--- src/verilog/olk_pkg.sv ---
/*
 one-time lockout latch: shared constants for key, vote threshold and widths.
 assumes nothing beyond a SystemVerilog compiler.
*/
package olk_pkg;
  localparam int unsigned KEY_W = 32;
  // key pattern value is arbitrary
  localparam logic [31:0] LOCK_KEY = 32'ha5c3_96e1;
  localparam int unsigned VOTE_MIN = 28;
  localparam int unsigned CNT_W = 6;
  localparam logic [31:0] CELL_RST = 32'h0000_0000;
  localparam int unsigned PROT_W = 2;
  localparam logic [1:0] PROT_NONE = 2'h0;
endpackage

--- src/verilog/olk_vote.sv ---
/*
 majority vote of stored latch bits against the key pattern.
 assumes the cell value is stable while it is compared.
*/
`timescale 1ns/1ps
module olk_vote #(
  parameter int unsigned W = olk_pkg::KEY_W,
  parameter int unsigned MIN = olk_pkg::VOTE_MIN
) (
  input wire logic [W-1:0] cells_i, // stored bits
  input wire logic [W-1:0] key_i, // reference pattern
  output logic match_o // at least MIN bits agree
);
  logic [W-1:0] agree;
  logic [olk_pkg::CNT_W-1:0] cnt;
  genvar g;
  generate
    for (g = 0; g < W; g++)
    begin : g_bit
      assign agree[g] = ~(cells_i[g] ^ key_i[g]);
    end
  endgenerate
  always_comb
  begin
    cnt = '0;
    for (int i = 0; i < W; i++)
      cnt = cnt + olk_pkg::CNT_W'(agree[i]);
    match_o = (cnt >= olk_pkg::CNT_W'(MIN));
  end
endmodule // olk_vote

--- src/verilog/olk_lock.sv ---
/*
 lockout latch with volatile key copy, nonvolatile commit, reset-time vote,
 debug/test port gating and flash-protection interlocks.
 assumes synchronous inputs, one-cycle request strobes, and that the
 nonvolatile cell array is modelled by a register that keeps its value
 through resetn_i (only a commit changes it).
*/
`timescale 1ns/1ps
// What this block does
// - latch holds thirty-two bits in four bytes
// - lock when twenty-eight or more bits match
// - locked device disables all debug and test ports
// - locked latch contents can never be altered
// - write key, commit cells, then reset
// - lock output sampled only during reset
// - key write only without flash protection
// - full access continues until next reset
// - latch contents readable over debug port
// - protection cleared only by full erase or reset
// - block operations obey block security settings
module olk_lock #(
  parameter int unsigned BLOCKS = 4
) (
  input wire logic ref_clk_i, // system clock
  input wire logic resetn_i, // sync reset, active low
  input wire logic key_wr_i, // write volatile copy strobe
  input wire logic [olk_pkg::KEY_W-1:0] key_i, // key data
  input wire logic commit_i, // commit copy to cells strobe
  input wire logic dbg_req_i, // debug/test entry request
  input wire logic prot_wr_i, // raise protection strobe
  input wire logic [olk_pkg::PROT_W-1:0] prot_i, // requested level
  input wire logic full_erase_i, // full device erase strobe
  input wire logic blk_op_i, // block op request strobe
  input wire logic [$clog2(BLOCKS)-1:0] blk_sel_i, // block index
  input wire logic [BLOCKS-1:0] blk_allow_i, // per-block security permits
  output logic locked_o, // sampled lock, ports disabled
  output logic dbg_en_o, // debug/test ports enabled
  output logic [olk_pkg::KEY_W-1:0] cells_o, // latch readout
  output logic [olk_pkg::PROT_W-1:0] prot_o, // flash protection level
  output logic blk_go_o, // block op granted pulse
  output logic key_ack_o, // key write accepted pulse
  output logic commit_ack_o // commit accepted pulse
);
  typedef enum logic [1:0] {OLK_EMPTY, OLK_LOADED, OLK_COMMITTED} olk_seq_t;

  // nonvolatile, survives reset; starts blank so the vote is defined before any commit
  logic [olk_pkg::KEY_W-1:0] cells = olk_pkg::CELL_RST;
  logic [olk_pkg::KEY_W-1:0] next_cells;
  logic key_take;
  logic [olk_pkg::KEY_W-1:0] vcopy, next_vcopy;
  logic [olk_pkg::PROT_W-1:0] prot, next_prot;
  logic locked, next_locked;
  logic dbg_en, next_dbg_en;
  logic blk_go, next_blk_go;
  logic key_ack, next_key_ack;
  logic commit_ack, next_commit_ack;
  logic in_reset, next_in_reset;
  olk_seq_t seq, next_seq;
  logic vote;
  logic cell_lock;

  olk_vote #(.W(olk_pkg::KEY_W), .MIN(olk_pkg::VOTE_MIN)) u_vote (
    .cells_i(cells),
    .key_i(olk_pkg::LOCK_KEY),
    .match_o(vote)
  );

  // lock state of the cells now, for write gating only
  assign cell_lock = vote;

  // key write accepted this cycle; it wins over a commit in the same cycle
  assign key_take = key_wr_i && prot == olk_pkg::PROT_NONE && !cell_lock;

  // nonvolatile cells: never reset, never written once locked
  always_comb
  begin
    next_cells = cells;
    // no commit while reset is held, and none when a key write takes the cycle
    if (resetn_i && commit_i && !key_take && seq == OLK_LOADED && !cell_lock)
      next_cells = vcopy;
  end

  always_ff @(posedge ref_clk_i)
    cells <= next_cells;

  // volatile copy, commit sequence, protection, handshakes
  always_comb
  begin
    next_vcopy = vcopy;
    next_seq = seq;
    next_prot = prot;
    next_key_ack = 1'b0;
    next_commit_ack = 1'b0;
    next_blk_go = 1'b0;
    next_in_reset = 1'b0;
    if (key_wr_i && prot == olk_pkg::PROT_NONE && !cell_lock)
    begin
      next_vcopy = key_i;
      next_seq = OLK_LOADED;
      next_key_ack = 1'b1;
    end
    else if (commit_i && seq == OLK_LOADED && !cell_lock)
    begin
      next_seq = OLK_COMMITTED;
      next_commit_ack = 1'b1;
    end
    if (full_erase_i && !locked)
      next_prot = olk_pkg::PROT_NONE;
    else if (prot_wr_i && prot_i > prot && !locked)
      next_prot = prot_i;
    if (blk_op_i && !locked && blk_allow_i[blk_sel_i])
      next_blk_go = 1'b1;
  end

  // lock decision: sampled only while reset is held
  always_comb
  begin
    next_locked = locked;
    if (!resetn_i)
      next_locked = vote;
    next_dbg_en = !next_locked && (dbg_req_i || dbg_en) && resetn_i;
  end

  always_ff @(posedge ref_clk_i)
  begin
    if (!resetn_i)
    begin
      vcopy <= olk_pkg::CELL_RST;
      seq <= OLK_EMPTY;
      prot <= olk_pkg::PROT_NONE;
      key_ack <= 1'b0;
      commit_ack <= 1'b0;
      blk_go <= 1'b0;
      in_reset <= 1'b1;
    end
    else
    begin
      vcopy <= next_vcopy;
      seq <= next_seq;
      prot <= next_prot;
      key_ack <= next_key_ack;
      commit_ack <= next_commit_ack;
      blk_go <= next_blk_go;
      in_reset <= next_in_reset;
    end
  end

  // lock flop deliberately not reset to a constant: it takes the vote
  always_ff @(posedge ref_clk_i)
  begin
    locked <= next_locked;
    dbg_en <= next_dbg_en;
  end

  assign locked_o = locked;
  assign dbg_en_o = dbg_en;
  assign cells_o = cells;
  assign prot_o = prot;
  assign blk_go_o = blk_go;
  assign key_ack_o = key_ack;
  assign commit_ack_o = commit_ack;
endmodule // olk_lock

--- config.mk ---
export PLATFORM = sky130hd
export DESIGN_NAME = olk_lock
export DESIGN_NICKNAME = d
export VERILOG_FILES = /design/src/verilog/olk_pkg.sv /design/src/verilog/olk_vote.sv /design/src/verilog/olk_lock.sv
export SDC_FILE = /design/constraint.sdc
export NUM_CORES = 1
export LEC_CHECK = 0
export BUFFER_PORTS_ARGS = -buffer_cell sky130_fd_sc_hd__buf_4
export CAP_MARGIN = 20
export CORE_MARGIN = 8
export CORE_UTILIZATION = 25
export CTS_BUF_LIST = sky130_fd_sc_hd__clkbuf_8
export DETAILED_ROUTE_END_ITERATION = 6
export HOLD_SLACK_MARGIN = 0.1
export PLACE_DENSITY_LB_ADDON = 0.05
export SYNTH_ARGS = -nofsm -noshare
export SYNTH_HDL_FRONTEND = slang
export SYNTH_HIERARCHICAL = 1
export SYNTH_SLANG_ARGS = --single-unit
--- constraint.sdc ---
create_clock -name ref_clk_i -period 6.2 [get_ports ref_clk_i]
set_clock_uncertainty 0.05 [all_clocks]
set_input_delay 1.24 -clock ref_clk_i [delete_from_list [all_inputs] [get_ports ref_clk_i]]
set_output_delay 1.24 -clock ref_clk_i [all_outputs]
set_load 0.02 [all_outputs]
==> reports/qor.csv, run 1 <==
stage;metric;value;unit
die;vertical die dimension;133.1;um
timing;final worst setup slack;0.1807;ns
logic_synthesis;share of synthesized area spent on multiplexers;1.240;%
route;average vias per placed instance;3.911;
global_route;number of antenna violations at the first check in global routing;0;
logic_synthesis;number of different library cells in the post-synthesis netlist;35;
timing;time the final worst path needs with I/O delays and setup;6.019;ns
run;maxcap violations;0;
logic_synthesis;share of flip-flops with an asynchronous set or reset;0;%
global_route;total congestion overflow;0;
place;placer's final routability congestion estimate;0.6716;
logic_synthesis;arithmetic-cell share of the synthesized area counting full adders, half adders and majority gates;17.29;%
setup_path;beginning of the worst register-to-register path;cells_o[25];
logic_synthesis;mean instance size in the synthesized netlist;13.83;um^2
setup_path;FF-to-FF path depth;19;
logic_synthesis;register bit total from synthesis;73;
setup_path;library cell appearing most often on the critical path;fa_1;
setup_path;endpoint of the lowest-slack register-to-register path;vcopy[6];
route;Initial DRC Count;76;
die;Initial Utilization;25.10;%
clock_tree;clock root buffer;clkbuf_8;
clock_tree;Clock Path Buffers;2;
setup_path;maximum single-stage delay on the critical path;0.57;ns
finish;synthesis-to-layout area growth;40.93;%
global_route;All-Layer GR Usage;9.329;%
die;Horiz. Die Dim;133.1;um
min_path;end point of the worst hold path;cells_o[12];
clock_tree;H-tree lvl count;3;
logic_synthesis;number of warnings printed during yosys synthesis;6;
setup_path;arrival time of the worst setup path;6.20;ns
route;via count;2202;
finish;share of final-layout standard cells stronger than drive strength 1;34.73;%
clock_tree;Clock Pin Slew Worst Setup and Hold Paths;0.08;ns
route;drt total wl;8117;um
timing;fin. max-slew vios;0;
logic_synthesis;primary flip-flop cell chosen by synthesis mapping;dfxtp_1;
place;IO Port Bufs;86;
die;die area;0.01772;mm^2
logic_synthesis;fraction of the mapped netlist area in compound gates;11.67;%
logic_synthesis;count of flip-flops with a built-in enable after synthesis;32;
setup_path;kind of critical path;reg2reg;
setup_path;master of the slowest instance on the critical path;fa_1;
logic_synthesis;top cells by area in the synthesized netlist;edfxtp_1, dfxtp_1, fa_1;
clock_tree;TritonCTS clock tree;yes;
timing;ratio of final minimum period to clock period;97.09;%
place;worst setup slack after placement;0.001481;ns
clock_tree;CTS Buf Count;9;
setup_path;number of buffers and inverters on the critical path;3;
route;detailed-routing iteration count for the pre-antenna-repair pass;4;
finish;Filler cells;1387;
setup_path;cell family with most CP delay;adder cells;
setup_path;type of destination of the critical path;flop;
setup_path;Worst Setup Start Kind;flop;
clock_tree;worst skew pair latency;0.34;ns
route;antenna-violating nets left;0;
die;total I/O pin count;87;
logic_synthesis;main combinational cell family by area after synthesis;adder cells;
clock_tree;number of clock sinks;73;
timing;total of endpoints with negative setup slack in the final report;0;
logic_synthesis;top cell type's share of synthesized area;28.02;%
die;total core area;0.01367;mm^2
finish;antenna cells;0;
min_path;Worst Hold Depth;0;
logic_synthesis;register area share after synthesis;51.95;%
logic_synthesis;total standard cell area after synthesis;0.003430;mm^2
logic_synthesis;Syn Inst Count;248;
timing;maximum clock frequency;0.1661;GHz
die;placement row count;43;
logic_synthesis;simple-gate portion of the synthesized area;3.174;%
min_path;startpoint of the worst hold path;vcopy[12];
timing;hold violation total from the final report;0;
finish;Nets;460;
setup_path;critical path peak fanout;15;
global_route;vias in the first global route;2425;
setup_path;setup slack of the worst register-to-register path;0.18;ns
setup_path;CP required;6.38;ns
route;detail-routed net length per standard cell;14.42;um
min_path;HP Class;reg2reg;
logic_synthesis;xor-xnor portion of the synthesized cell area;8.428;%
route;DRC viols;0;
global_route;pin count of the biggest net entering global routing;20;
outcome;run status;finished, final reports clean;
place;placed wire-length estimate after detailed placement;6362;um
logic_synthesis;cell type with the largest total area after synthesis;edfxtp_1;
setup_path;sequence of cells on the critical path;xor2_2 -> fa_1 -> fa_1 -> fa_1 -> fa_1 -> fa_1 -> fa_1 -> inv_1 -> ha_2 -> fa_2 -> xnor2_4 -> a211oi_2 -> nand3b_1 -> o311ai_4 -> nor4b_4 -> nor2b_2 -> buf_4 -> buf_6 -> a22o_1;
global_route;global-route wire length before repair;12670;um
metrics by stage:
step	TNS [ns]	util [%]	instances	area (um^2)	hold WS, ns
after floorplan	0	-	278	3562	0.3586
after global placement	0	32.60	543	4456	0.3681
after detailed placement	0	32.60	543	4456	0.3680
after CTS	0	34.22	558	4676	0.3896
after global routing	-0.01954	35.37	563	4833	0.3994
final	0	35.37	563	4833	0.3864
layer usage:
| layer | up-vias | track usage (%) | wire length (um) |
|---|---|---|---|
| met5 | - | 0 | 0 |
| met4 | 0 | 4.117 | 123 |
| met3 | 7 | 3.464 | 472 |
| met2 | 49 | 14.45 | 3864 |
| met1 | 1061 | 11.37 | 3656 |
| li1 | 1085 | - | - |
timing repair:
| action | 4_1_cts | 5_1_grt |
|---|---|---|
| endpoints found under the hold margin | 0 | 0 |
| pin swaps | 0 | 18 |
| resized for setup | 2 | 18 |
| hold buffers | 0 | 0 |
| cloned | 0 | 1 |
| endpoints found under the setup margin | 60 | 66 |
| setup buffers | 0 | 4 |
logic make-up after synthesis:
group / after synthesis
fa+ha+maj: 33
other cells: 2
flops: 73
buf+inv: 40
mux: 3
simple gates: 17
xor+xnor: 33
compound gates: 47
synthesized netlist by cell type (all sizes together) (3+ instances only):
library cell and instances:
a22o 32, buf 8, dfxtp 41, edfxtp 32, fa 24, ha 9
inv 31, nand2 3, nor2b 3, o211ai 4, xnor2 10, xor2 23
placed cells by master, fill, tap and decap left out, types with 2 or more instances in the layout:
cell,Yosys,layout
a22o_1,32,32
xor2_2,0,3
buf_4,1,92
nor2b_1,3,2
clkbuf_8,0,10
inv_1,31,33
nand3_2,0,2
buf_12,0,4
bufinv_16,0,2
a211oi_2,1,2
fa_1,24,23
ha_1,9,8
nand2_1,3,3
xor2_1,23,20
xnor2_2,0,3
xnor2_1,10,6
o211ai_1,4,4
mux2i_1,2,2
edfxtp_1,32,32
conb_1,2,32
dfxtp_1,41,41
worst max path at each step:
stage                           start     endpoint  slack [ns]  cells after the start
after floorplan            cells_o[1]   cells_o[0]        0.03                     20
after global placement     cells_o[0]  cells_o[30]        0.09                     18
after detailed placement   cells_o[0]  cells_o[30]       0.001                     19
after CTS                  cells_o[0]   cells_o[7]        0.04                     19
after global routing      cells_o[25]     vcopy[5]       -0.01                     19
final                     cells_o[25]     vcopy[6]        0.18                     19
state kept, by name (all words and copies together) (netlist names):
name and cells:
blk_go_o 1, cells_o 32, commit_ack_o 1, dbg_en_o 1, key_ack_o 1, locked_o 1, prot_o 2, seq 2
vcopy 32
layout make-up:
class | count | area, um^2 | area share, %
Timing Repair Buffer | 99 | 822.0 | 17.01
Clock buffer | 10 | 137.6 | 2.848
Clock inverter | 5 | 72.57 | 1.501
Tap cell | 180 | 225.2 | 4.660
Sequential cell | 73 | 1782 | 36.86
Multi-Input combinational cell | 165 | 1678 | 34.71
Inverter | 31 | 116.4 | 2.407
Power of run 1 is not shown: default switching activity piles up to over one toggle a cycle in this logic, so the estimate is an artifact.
==> run 2, diff against run 1 <==
CORE_UTILIZATION = 50   (was 25)
==> reports/qor.csv, run 2 (synthesis results as in run 1) <==
stage;metric;value;unit
timing;ratio of final minimum period to clock period;97.15;%
die;placement row count;30;
run;maxcap violations;0;
route;drt total wl;7072;um
route;detailed-routing iteration count for the pre-antenna-repair pass;4;
timing;summed negative setup slack over all endpoints;0;ns
die;die area;0.009765;mm^2
clock_tree;worst skew pair latency;0.35;ns
timing;total of endpoints with negative setup slack in the final report;0;
place;IO Port Bufs;86;
die;total I/O pin count;87;
route;Initial DRC Count;51;
global_route;global-route wire length before repair;11230;um
finish;antenna cells;0;
setup_path;kind of critical path;reg2reg;
finish;non-filler cells in the finished layout;465;
route;antenna-violating nets left;0;
timing;maximum clock frequency;0.1660;GHz
global_route;total congestion overflow;0;
die;total core area;0.006719;mm^2
place;Placed Instance Area;0.004290;mm^2
clock_tree;number of hold buffers added after cts;0;
place;placer's final routability congestion estimate;0.7137;
setup_path;arrival time of the worst setup path;6.04;ns
finish;Nets;461;
setup_path;critical path peak fanout;6;
die;Initial Utilization;51.04;%
min_path;HP Class;reg2reg;
global_route;All-Layer GR Usage;14.89;%
clock_tree;CTS Buf Count;9;
clock_tree;Clock Path Buffers;2;
clock_tree;number of clock sinks;73;
global_route;vias in the first global route;2391;
timing;tightest hold margin;0.3833;ns
finish;share of final-layout standard cells stronger than drive strength 1;35.58;%
place;placed wire-length estimate after detailed placement;5312;um
global_route;pin count of the biggest net entering global routing;35;
clock_tree;clock root buffer;clkbuf_8;
route;DRC viols;0;
finish;leading cell type in the layout, fill and taps excluded;buf_4;
outcome;run status;finished, final reports clean;
finish;Filler cells;512;
timing;hold violation total from the final report;0;
die;vertical die dimension;98.82;um
clock_tree;Clock Pin Slew Worst Setup and Hold Paths;0.09;ns
setup_path;CP required;6.22;ns
place;placed cell count;441;
route;via count;2223;
finish;commonest cells after routing, fill and taps aside;buf_4, dfxtp_1, a22o_1, edfxtp_1, conb_1;
setup_path;type of destination of the critical path;flop;
clock_tree;TritonCTS clock tree;yes;
timing;fin. max-slew vios;0;
route;average vias per placed instance;4.781;
finish;synthesis-to-layout area growth;37.25;%
clock_tree;H-tree lvl count;3;
die;Horiz. Die Dim;98.82;um
finish;Final Instance Area;0.004707;mm^2
timing;time the final worst path needs with I/O delays and setup;6.023;ns
setup_path;Worst Setup Start Kind;flop;
global_route;number of antenna violations at the first check in global routing;0;
route;detail-routed net length per standard cell;15.21;um
run 2: worst paths after layout:
path,start,end,slack (ns),cells after the start
setup / recovery,cells_o[21],cells_o[2],0.18,17
hold / removal,vcopy[14],cells_o[14],0.38,0
setup reg to reg,cells_o[21],cells_o[2],0.18,17
hold reg to reg,vcopy[14],cells_o[14],0.38,0
run 2: metal layers:
layer	wire length, um	up-vias	global-route usage (%)
li1	-	1098	-
met1	2999	1056	17.08
met2	3485	55	23.75
met3	437	14	5.285
met4	150	0	8.146
met5	0	-	0
run 2: metrics by stage:
stage / setup WS [ns] / util, %
floorplan: 0.03127 / -
global placement: 0.1275 / 63.85
detailed placement: 0.002833 / 63.85
CTS: 0.01894 / 67.06
global route: -0.0009646 / 70.06
finish: 0.1769 / 70.06
run 2: final cells by class:
| cell class | instances | area [um^2] | share of cell area (%) |
|---|---|---|---|
| Clock buffer | 9 | 123.9 | 2.632 |
| Clock inverter | 7 | 83.83 | 1.781 |
| Inverter | 31 | 116.4 | 2.472 |
| Multi-Input combinational cell | 165 | 1675 | 35.59 |
| Sequential cell | 73 | 1782 | 37.85 |
| Tap cell | 80 | 100.1 | 2.127 |
| Timing Repair Buffer | 100 | 825.8 | 17.54 |
run 2: what timing repair did:
action / 4_1_cts / 5_1_grt
pin swaps: 0 / 16
setup endpoints to repair: 28 / 68
setup buffers: 0 / 5
gates cloned: 0 / 3
gates resized for setup: 1 / 19
run 2: worst max-delay path, stage by stage (launching register included):
cell	delay [ns]
edfxtp_1	0.40
xor2_1	0.18
fa_1	0.59
fa_1	0.45
fa_1	0.50
fa_1	0.57
fa_1	0.44
fa_1	0.52
inv_1	0.05
ha_2	0.20
fa_2	0.42
xnor2_4	0.15
buf_4	0.15
o311ai_4	0.34
nor4b_2	0.11
nor2b_2	0.17
and3_4	0.29
clkbuf_16	0.18
Power of run 2 is left out for the same reason.
